<file path="config.mk">
export PLATFORM = sky130hd
export DESIGN_NAME = supervisor_timer_compare
export DESIGN_NICKNAME = d
export VERILOG_FILES = /design/src/hdl/sup_timer_pkg.sv /design/src/hdl/supervisor_timer_compare.sv /design/src/hdl/timer_ge_compare.sv
export VERILOG_INCLUDE_DIRS = /design/src /design/src/hdl
export SDC_FILE = /design/constraint.sdc
export NUM_CORES = 1
export LEC_CHECK = 0
export BUFFER_PORTS_ARGS = -buffer_cell sky130_fd_sc_hd__buf_4
export CAP_MARGIN = 40
export CORE_ASPECT_RATIO = 0.7
export CORE_UTILIZATION = 35
export DETAILED_ROUTE_END_ITERATION = 12
export PLACE_DENSITY_LB_ADDON = 0.15
export SYNTH_ARGS = -nofsm -noshare
export SYNTH_HDL_FRONTEND = slang
export SYNTH_SLANG_ARGS = --single-unit
</file>
<file path="constraint.sdc">
create_clock -name clock -period 6.2 [get_ports clock]
set_input_delay 1.24 -clock clock [delete_from_list [all_inputs] [get_ports clock]]
set_output_delay 1.24 -clock clock [all_outputs]
set_load 0.01 [all_outputs]
</file>
<file path="src/hdl/sup_timer_defines.svh">
// CSR numbers, field positions and reset values of the supervisor timer compare unit
`ifndef SUP_TIMER_DEFINES_SVH
`define SUP_TIMER_DEFINES_SVH

// ----------------------------------------------------------------------------
// CSR numbers
// ----------------------------------------------------------------------------
`define CSR_SUP_CMP        12'h14D
`define CSR_SUP_CMP_HIGH   12'h15D
`define CSR_GUEST_CMP      12'h24D
`define CSR_GUEST_CMP_HIGH 12'h25D

// ----------------------------------------------------------------------------
// Field positions
// ----------------------------------------------------------------------------
`define ENVCFG_COMPARE_FEATURE_ENABLE_BIT    63
`define ENVCFGH_COMPARE_FEATURE_ENABLE_BIT   31

// ----------------------------------------------------------------------------
// Reset values and channel layout
// ----------------------------------------------------------------------------
`define CMP_RESET          64'hFFFF_FFFF_FFFF_FFFF
`define COMPARE_FEATURE_ENABLE_RESET         1'h0
`define CMP_CHANNELS       2
`define CMP_CH_SUP         0
`define CMP_CH_GUEST       1

`endif

</file>
<file path="src/hdl/sup_timer_pkg.sv">
// Types shared by the supervisor timer compare unit
package sup_timer_pkg;

  // --------------------------------------------------------------------------
  // Privilege of the requesting access
  // --------------------------------------------------------------------------
  typedef enum logic [1:0] {
    priv_user,
    priv_supervisor,
    priv_machine
  } priv_mode_t;

  typedef logic [63:0] word64_t;

endpackage : sup_timer_pkg

</file>
<file path="src/hdl/supervisor_timer_compare.sv">
// Supervisor and guest timer compare registers, pending bits and CSR access checks
`timescale 1ns/1ps
`include "sup_timer_defines.svh"

module supervisor_timer_compare
  import sup_timer_pkg::*;
(
  // Clock and reset
  input  logic        clock,
  input  logic        reset_n,
  input  logic        clock_en,
  // Hart state
  input  logic        xlen32,
  input  logic        hart_virt,
  // CSR access
  input  logic        csr_req,
  input  logic        csr_write,
  input  logic [11:0] csr_addr,
  input  word64_t     csr_wdata,
  input  priv_mode_t  csr_priv,
  input  logic        csr_virt,
  output logic        csr_hit,
  output logic        csr_ack,
  output logic        csr_illegal,
  output logic        csr_virtual_fault,
  output word64_t     csr_rdata,
  // Counter enable and environment config
  input  logic        mcounteren_tm,
  input  logic        hcounteren_tm,
  input  word64_t     env_wdata,
  input  logic        menvcfg_we,
  input  logic        menvcfgh_we,
  input  logic        henvcfg_we,
  input  logic        henvcfgh_we,
  output logic        menvcfg_compare_feature_enable,
  output logic        henvcfg_compare_feature_enable,
  // Pending bits
  input  logic        mip_sup_timer_pending_we,
  input  logic        mip_sup_timer_pending_wdata,
  input  logic        hvip_guest_timer_pending,
  output logic        mip_sup_timer_pending,
  output logic        sip_sup_timer_pending,
  output logic        hip_guest_timer_pending,
  // Interrupt gating
  input  logic        sup_timer_int_enable,
  input  logic        sup_int_allowed,
  input  logic        guest_timer_int_enable,
  input  logic        guest_int_allowed,
  output logic        sup_timer_irq,
  output logic        guest_timer_irq,
  // Time
  input  word64_t     time_value,
  input  word64_t     time_delta
);

  // --------------------------------------------------------------------------
  // Storage
  // --------------------------------------------------------------------------
  word64_t sup_cmp;
  word64_t guest_cmp;
  logic    henvcfg_compare_feature_enable_q;
  logic    legacy_sup_timer_pending;
  word64_t guest_time_sum;
  word64_t cmp_lhs [`CMP_CHANNELS];
  word64_t cmp_rhs [`CMP_CHANNELS];
  logic    [`CMP_CHANNELS-1:0] cmp_ge;

  // --------------------------------------------------------------------------
  // Helpers
  // --------------------------------------------------------------------------
  function automatic word64_t merge_write(input word64_t old, input word64_t wdata,
                                          input logic narrow, input logic high);
    if (!narrow) begin
      merge_write = wdata;
    end else if (high) begin
      merge_write = {wdata[31:0], old[31:0]};
    end else begin
      merge_write = {old[63:32], wdata[31:0]};
    end
  endfunction : merge_write

  function automatic word64_t read_view(input word64_t val, input logic narrow,
                                        input logic high);
    if (!narrow) begin
      read_view = val;
    end else if (high) begin
      read_view = {32'h0000_0000, val[63:32]};
    end else begin
      read_view = {32'h0000_0000, val[31:0]};
    end
  endfunction : read_view

  // --------------------------------------------------------------------------
  // Address decode
  // --------------------------------------------------------------------------
  logic addr_sup;
  logic addr_guest;
  logic addr_high;
  logic target_guest;
  logic guest_direct;

  assign addr_sup     = (csr_addr == `CSR_SUP_CMP) ||
                        (xlen32 && (csr_addr == `CSR_SUP_CMP_HIGH));
  assign addr_guest   = (csr_addr == `CSR_GUEST_CMP) ||
                        (xlen32 && (csr_addr == `CSR_GUEST_CMP_HIGH));
  assign addr_high    = (csr_addr == `CSR_SUP_CMP_HIGH) ||
                        (csr_addr == `CSR_GUEST_CMP_HIGH);
  assign csr_hit      = addr_sup || addr_guest;
  assign guest_direct = csr_virt && addr_guest;
  // Guest-mode supervisor numbers land on the guest compare
  assign target_guest = addr_guest || (csr_virt && addr_sup);

  // --------------------------------------------------------------------------
  // Access check
  // --------------------------------------------------------------------------
  logic next_illegal;
  logic next_virtual;
  logic access_ok;
  logic wr_en;

  // Illegal outranks virtual: machine-level gates are checked first
  always_comb begin
    next_illegal = 1'h0;
    next_virtual = 1'h0;
    if (csr_priv != priv_machine) begin
      if (!mcounteren_tm || !menvcfg_compare_feature_enable) begin
        next_illegal = 1'h1;
      end else if (csr_priv == priv_user) begin
        next_illegal = !csr_virt;
        next_virtual = csr_virt;
      end else if (csr_virt) begin
        if (guest_direct) begin
          next_virtual = 1'h1;
        end else if (!hcounteren_tm) begin
          next_virtual = 1'h1;
        end else if (!henvcfg_compare_feature_enable) begin
          next_virtual = 1'h1;
        end
      end
    end
  end

  assign access_ok = !next_illegal && !next_virtual;
  assign wr_en     = clock_en && csr_req && csr_write && csr_hit && access_ok;

  // --------------------------------------------------------------------------
  // Compare registers
  // --------------------------------------------------------------------------
  always_ff @(posedge clock) begin
    if (!reset_n) begin
      sup_cmp <= `CMP_RESET;
    end else if (wr_en && !target_guest) begin
      sup_cmp <= merge_write(sup_cmp, csr_wdata, xlen32, addr_high);
    end
  end

  always_ff @(posedge clock) begin
    if (!reset_n) begin
      guest_cmp <= `CMP_RESET;
    end else if (wr_en && target_guest) begin
      guest_cmp <= merge_write(guest_cmp, csr_wdata, xlen32, addr_high);
    end
  end

  // --------------------------------------------------------------------------
  // CSR answer
  // --------------------------------------------------------------------------
  // Read data is the value before a write in the same access
  always_ff @(posedge clock) begin
    if (!reset_n) begin
      csr_ack           <= 1'h0;
      csr_illegal       <= 1'h0;
      csr_virtual_fault <= 1'h0;
      csr_rdata         <= 64'h0000_0000_0000_0000;
    end else if (clock_en) begin
      csr_ack           <= csr_req && csr_hit;
      csr_illegal       <= csr_req && csr_hit && next_illegal;
      csr_virtual_fault <= csr_req && csr_hit && next_virtual;
      if (csr_req && csr_hit && access_ok) begin
        csr_rdata <= read_view(target_guest ? guest_cmp : sup_cmp, xlen32, addr_high);
      end else begin
        csr_rdata <= 64'h0000_0000_0000_0000;
      end
    end
  end

  // --------------------------------------------------------------------------
  // Environment config enables
  // --------------------------------------------------------------------------
  always_ff @(posedge clock) begin
    if (!reset_n) begin
      menvcfg_compare_feature_enable <= `COMPARE_FEATURE_ENABLE_RESET;
    end else if (clock_en && menvcfg_we) begin
      menvcfg_compare_feature_enable <= env_wdata[`ENVCFG_COMPARE_FEATURE_ENABLE_BIT];
    end else if (clock_en && menvcfgh_we) begin
      menvcfg_compare_feature_enable <= env_wdata[`ENVCFGH_COMPARE_FEATURE_ENABLE_BIT];
    end
  end

  always_ff @(posedge clock) begin
    if (!reset_n) begin
      henvcfg_compare_feature_enable_q <= `COMPARE_FEATURE_ENABLE_RESET;
    end else if (clock_en && henvcfg_we) begin
      henvcfg_compare_feature_enable_q <= env_wdata[`ENVCFG_COMPARE_FEATURE_ENABLE_BIT];
    end else if (clock_en && henvcfgh_we) begin
      henvcfg_compare_feature_enable_q <= env_wdata[`ENVCFGH_COMPARE_FEATURE_ENABLE_BIT];
    end
  end

  // Hypervisor enable is masked, not cleared, so it returns when re-enabled
  assign henvcfg_compare_feature_enable = menvcfg_compare_feature_enable && henvcfg_compare_feature_enable_q;

  // --------------------------------------------------------------------------
  // Comparators
  // --------------------------------------------------------------------------
  // Time is trusted to be synchronous and monotonic, so no synchroniser
  assign guest_time_sum           = time_value + time_delta;
  assign cmp_lhs[`CMP_CH_SUP]     = time_value;
  assign cmp_rhs[`CMP_CH_SUP]     = sup_cmp;
  assign cmp_lhs[`CMP_CH_GUEST]   = guest_time_sum;
  assign cmp_rhs[`CMP_CH_GUEST]   = guest_cmp;

  genvar ch;
  generate
    for (ch = 0; ch < `CMP_CHANNELS; ch = ch + 1) begin : g_cmp
      timer_ge_compare u_cmp (
        .clock         (clock),
        .reset_n       (reset_n),
        .clock_en      (clock_en),
        .count_value   (cmp_lhs[ch]),
        .compare_value (cmp_rhs[ch]),
        .at_or_past    (cmp_ge[ch])
      );
    end
  endgenerate

  // --------------------------------------------------------------------------
  // Pending bits
  // --------------------------------------------------------------------------
  always_ff @(posedge clock) begin
    if (!reset_n) begin
      legacy_sup_timer_pending <= 1'h0;
    end else if (clock_en && mip_sup_timer_pending_we && !menvcfg_compare_feature_enable) begin
      legacy_sup_timer_pending <= mip_sup_timer_pending_wdata;
    end
  end

  // Compare-driven level: no latch, so it falls only when compare passes time
  assign mip_sup_timer_pending  = menvcfg_compare_feature_enable ? cmp_ge[`CMP_CH_SUP] : legacy_sup_timer_pending;
  assign sip_sup_timer_pending  = mip_sup_timer_pending;
  assign hip_guest_timer_pending = hvip_guest_timer_pending ||
                     (henvcfg_compare_feature_enable && cmp_ge[`CMP_CH_GUEST]);

  // --------------------------------------------------------------------------
  // Interrupt requests
  // --------------------------------------------------------------------------
  assign sup_timer_irq   = mip_sup_timer_pending && sup_timer_int_enable && sup_int_allowed;
  assign guest_timer_irq = hip_guest_timer_pending && guest_timer_int_enable &&
                           guest_int_allowed && hart_virt;

  // --------------------------------------------------------------------------
  // Assertions
  // --------------------------------------------------------------------------
  AST_SUP_PENDING_SET: assert property (@(posedge clock) disable iff (!reset_n)
    (clock_en && menvcfg_compare_feature_enable && (time_value >= sup_cmp)) ##1 menvcfg_compare_feature_enable |-> mip_sup_timer_pending)
    else $error("supervisor pending missing after compare reached");

  AST_SUP_PENDING_CLEAR: assert property (@(posedge clock) disable iff (!reset_n)
    (clock_en && menvcfg_compare_feature_enable && (time_value < sup_cmp)) ##1 menvcfg_compare_feature_enable |-> !mip_sup_timer_pending)
    else $error("supervisor pending held while compare exceeds time");

  AST_GUEST_PENDING_SET: assert property (@(posedge clock) disable iff (!reset_n)
    (clock_en && henvcfg_compare_feature_enable && (guest_time_sum >= guest_cmp)) ##1 henvcfg_compare_feature_enable
      |-> hip_guest_timer_pending)
    else $error("guest pending missing after offset time reached compare");

  AST_GUEST_INJECT: assert property (@(posedge clock) disable iff (!reset_n)
    hvip_guest_timer_pending |-> hip_guest_timer_pending)
    else $error("injected guest pending not visible");

  AST_GUEST_LEGACY: assert property (@(posedge clock) disable iff (!reset_n)
    (menvcfg_compare_feature_enable && !henvcfg_compare_feature_enable_q) |-> (hip_guest_timer_pending == hvip_guest_timer_pending))
    else $error("guest pending not legacy while hypervisor enable clear");

  AST_HENV_MASKED: assert property (@(posedge clock) disable iff (!reset_n)
    !menvcfg_compare_feature_enable |-> !henvcfg_compare_feature_enable)
    else $error("hypervisor enable visible while machine enable clear");

  AST_TM_ILLEGAL: assert property (@(posedge clock) disable iff (!reset_n)
    (clock_en && csr_req && csr_hit && (csr_priv != priv_machine) && !mcounteren_tm)
      |=> (csr_ack && csr_illegal && !csr_virtual_fault))
    else $error("non-machine access with timer access clear not illegal");

  AST_VIRT_FAULT: assert property (@(posedge clock) disable iff (!reset_n)
    (clock_en && csr_req && csr_virt && (csr_priv == priv_supervisor) &&
     (csr_addr == `CSR_SUP_CMP) && mcounteren_tm && menvcfg_compare_feature_enable && !hcounteren_tm)
      |=> (csr_virtual_fault && !csr_illegal))
    else $error("guest access with hypervisor timer access clear not virtual fault");

  AST_LEGACY_WRITE: assert property (@(posedge clock) disable iff (!reset_n)
    (clock_en && !menvcfg_compare_feature_enable && mip_sup_timer_pending_we) ##1 !menvcfg_compare_feature_enable
      |-> (mip_sup_timer_pending == $past(mip_sup_timer_pending_wdata)))
    else $error("machine write of supervisor pending lost");

  AST_GUEST_REDIRECT: assert property (@(posedge clock) disable iff (!reset_n)
    (wr_en && csr_virt && !xlen32 && (csr_addr == `CSR_SUP_CMP))
      |=> ((guest_cmp == $past(csr_wdata)) && $stable(sup_cmp)))
    else $error("guest write to supervisor number not redirected");

  AST_GUEST_IRQ_VIRT: assert property (@(posedge clock) disable iff (!reset_n)
    guest_timer_irq |-> (hart_virt && hip_guest_timer_pending && guest_timer_int_enable))
    else $error("guest timer interrupt outside virtualized mode");

  AST_SUP_IRQ_GATED: assert property (@(posedge clock) disable iff (!reset_n)
    sup_timer_irq |-> (mip_sup_timer_pending && sup_timer_int_enable && sup_int_allowed))
    else $error("supervisor timer interrupt without enable");

  COV_SUP_FIRE: cover property (@(posedge clock) disable iff (!reset_n)
    menvcfg_compare_feature_enable && $rose(mip_sup_timer_pending));
  COV_GUEST_FIRE: cover property (@(posedge clock) disable iff (!reset_n)
    henvcfg_compare_feature_enable && !hvip_guest_timer_pending && $rose(hip_guest_timer_pending));
  COV_VIRT_FAULT: cover property (@(posedge clock) disable iff (!reset_n)
    csr_virtual_fault);
  COV_ILLEGAL: cover property (@(posedge clock) disable iff (!reset_n)
    csr_illegal);

endmodule : supervisor_timer_compare

</file>
<file path="src/hdl/timer_ge_compare.sv">
// Registered unsigned at-or-past comparator for one timer channel
`timescale 1ns/1ps

module timer_ge_compare
  import sup_timer_pkg::*;
(
  // Clock and reset
  input  logic    clock,
  input  logic    reset_n,
  input  logic    clock_en,
  // Operands
  input  word64_t count_value,
  input  word64_t compare_value,
  // Result
  output logic    at_or_past
);

  // --------------------------------------------------------------------------
  // Compare
  // --------------------------------------------------------------------------
  // One register stage keeps the 64-bit carry chain off the CSR path
  always_ff @(posedge clock) begin
    if (!reset_n) begin
      at_or_past <= 1'h0;
    end else if (clock_en) begin
      at_or_past <= (count_value >= compare_value);
    end
  end

endmodule : timer_ge_compare

</file>
==> flow_metrics.py <==
metrics = {
    "logic_synthesis": {
        "yosysSeqAreaShare_pct": 25.9,
        "yosysTopAreaCell": "dfxtp_1",
        "yosys_warnings": 0,
        "syn_area_per_cell_um2": 7.63,
        "ys_ff_latch": 200,
        "netlist_instances": 2022,
        "ys.flop_type": "dfxtp_1",
        "yosysTopAreaCellShare_pct": 25.9,
        "async_flop_share_pct": 0,
        "ys_top_cells_by_area": "dfxtp_1 26%, ha_1 15%, o211ai_1 7.8%",
        "netlist_area_um2": 15400,
        "yosysUniqueCellTypes": 77,
        "synth-edff-count": 0,
        "syn-num-nets": 2505,
    },
    "layout": {
        "final_cell_mix": "336 x buf_4, 242 x nand2_1, 200 x dfxtp_1",
        "num-nets-final": 2744,
        "utilization_pct": 44.0,
        "drive_gt1_share_pct": 17.5,
        "stdcell_area_um2": 18900,
        "area_growth_pct": 22.3,
        "final_common_cell": "buf_4",
        "fillers": 4419,
    },
    "placed_design": {
        "dp_slack_ps": 137,
        "dp.final_hpwl_mm": 51.3,
        "port_buffers": 303,
        "gp_congestion": 0.938,
        "placed_area_um2": 18300,
    },
    "route": {
        "drc": 0,
        "drt-total-wl_mm": 62.8,
        "vias_per_cell": 5.51,
        "drt_iter0_drc": 1728,
        "num_vias": 15800,
        "ant_nets": 0,
        "wire_per_inst_um": 21.9,
        "first_pass_iters": 6,
    },
    "floorplan": {
        "pin_count": 366,
        "start_util_pct": 36.0,
        "die_y_um": 178,
        "die_w_um": 253,
        "design.core.area_um2": 42900,
        "num_rows": 63,
        "dieArea_um2": 45000,
    },
    "clock_network": {
        "cts_sinks": 200,
        "cts_buffers": 17,
        "cts_setup_buffers": 0,
        "cts-resized-gates": 0,
        "root_buffer": "clkbuf_16",
        "cts_max_level": 4,
        "cts_tree": "yes",
        "cts_buffer_depth": 2,
        "cts_hold_buf": 0,
        "clkSlewWorstSetupHoldPaths_ps": 80,
        "clock_latency_ps": 450,
    },
    "timing": {
        "drv_slew": 0,
        "postLayoutSetupSlackWorst_ps": 503,
        "finalSetupViolations": 0,
        "tightestPinTransition_ps": 957,
        "hold_viol_final": 0,
        "timing.fmax_ghz": 0.176,
        "fin_hold_ws_ps": 482,
        "max_slew_margin_pct": 35.6,
        "finClkSkew_ps": 16.5,
        "rsz0062_at_grt": "false",
        "min_period_over_period_pct": 91.9,
        "period_minus_slack_ps": 5700,
        "tns_ps": 0,
    },
    "worst_setup_path": {
        "worstSetupPathType": "in -> reg",
        "cp_data_required_time_ps": 6530,
        "critPathLaunch": "time_value[0]",
        "r2r-start": "menvcfg_compare_feature_enable",
        "critPathLaunchType": "primary input",
        "crit_fanout": 3,
        "worst-endpoint-arrival_ps": 6020,
        "cp-end-kind": "register",
    },
    "global_route": {
        "grt_pass1_wl_mm": 90.9,
        "grt_pass1_vias": 14600,
        "overflow": 0,
        "grt_max_degree": 91,
        "grtUsageTotal_pct": 27.2,
        "grt_antenna_before_repair": 1,
    },
    "power_and_ir_drop": {
        "power_frac_clock_pct": 34.8,
        "vdd_ir_drop_max_uv": 154,
        "p_leak_uw": 0.00990,
        "p_int_uw": 2240,
        "cellPowerDensity_nw_per_um2": 173,
        "switching_share_pct": 31.6,
        "power.switching_uw": 1030,
        "combPwrFrac_pct": 25.8,
        "power_frac_seq_pct": 39.4,
    },
    "hold_path": {
        "min_from": "csr_rdata[1]",
        "worstHoldPathType": "reg -> reg",
    },
    "run": {
        "maxCapViolCount": 0,
    },
    "outcome": {
        "status": "finished, final reports clean",
    },
}
-- cell type report --
class,instances,area [um2],area share (%)
Antenna cell,1,2.50,0.0133
Clock inverter,13,131,0.696
Inverter,181,679,3.60
Timing Repair Buffer,338,2560,13.5
Sequential cell,200,4000,21.2
Tap cell,585,732,3.88
Clock buffer,19,453,2.40
Multi-Input combinational cell,1523,10300,54.7
-- sequential cells by signal, summed over array words and instances (netlist names) --
signal,count
csr_rdata,64
guest_cmp,64
sup_cmp,64
g_cmp.u_cmp.at_or_past,2
csr_ack,1
csr_illegal,1
csr_virtual_fault,1
henvcfg_compare_feature_enable_q,1
legacy_sup_timer_pending,1
menvcfg_compare_feature_enable,1
-- worst max-delay path, cell delays in order --
cell	delay, ps
buf_4	120
ha_1	210
inv_1	70
fa_1	200
nor2b_1	80
o2111ai_1	460
a21oi_1	220
o2111ai_2	370
nand3_2	150
a311oi_4	380
a21oi_2	130
o311ai_1	280
buf_4	190
nand2b_1	70
xor2_1	160
ha_1	200
a21o_1	160
a21o_1	180
a21o_1	180
a21o_1	170
a21oi_1	140
nor2b_1	50
o21ai_0	160
nand4b_1	220
nor2_1	160
o22ai_1	90
-- through the flow --
step / std cells / total power [uW]
floorplan: 2022 / 1810
global placement: 2826 / 2140
detailed placement: 2827 / 2150
CTS: 2859 / 3270
global route: 2860 / 3410
finish: 2860 / 3270
-- final timing paths --
check | end | slack (ps) | depth (start not counted)
min reg2reg | csr_rdata[1] | 480 | 2
max reg2reg | sup_cmp[58] | 2990 | 10
min | csr_rdata[1] | 480 | 2
max | g_cmp[1].u_cmp.at_or_past | 500 | 26
-- logic make-up after synthesis --
logic type               count (synthesis)  synth area share, %
AND/OR/NAND/NOR                        646                 20.4
AO/OA/AOI/OAI                          617                 26.7
buffers and inverters                  299                 7.38
flip-flops                             200                 25.9
adder cells (fa/ha/maj)                192                 15.6
XOR/XNOR                                61                 3.46
multiplexers                             7                0.462
-- cells in the mapped netlist, types with 24 or more instances --
cell and instances:
dfxtp_1 200, a21o_1 85, nand2_1 242, o211ai_1 160, clkbuf_1 101, nand3_1 92
a21boi_0 33, inv_1 179, xor2_1 24, ha_1 191, xnor2_1 37, nand4_1 32
o21ai_0 54, and2_1 37, nand2b_1 47, and3_1 45, a21oi_1 163, nor2_1 78
o22ai_1 36
-- per-layer routing --
| layer | track usage (%) | up-vias | routed length [um] |
|---|---|---|---|
| li1 | - | 7681 | - |
| met4 | 6.57 | 0 | 1200 |
| met2 | 39.2 | 608 | 25500 |
| met3 | 2.99 | 48 | 4640 |
| met1 | 42.2 | 7429 | 31400 |
| met5 | 0 | - | 0 |
-- power groups by stage --
stage          registers, uW  logic (uW)  clock network, uW
2_1_floorplan           1320         494                  0
3_3_place_gp            1320         824                  0
3_5_place_dp            1320         832                  0
4_1_cts                 1290         837               1150
5_1_grt                 1290         922               1200
6_report                1290         845               1140
(Power assumes the default switching activity.)
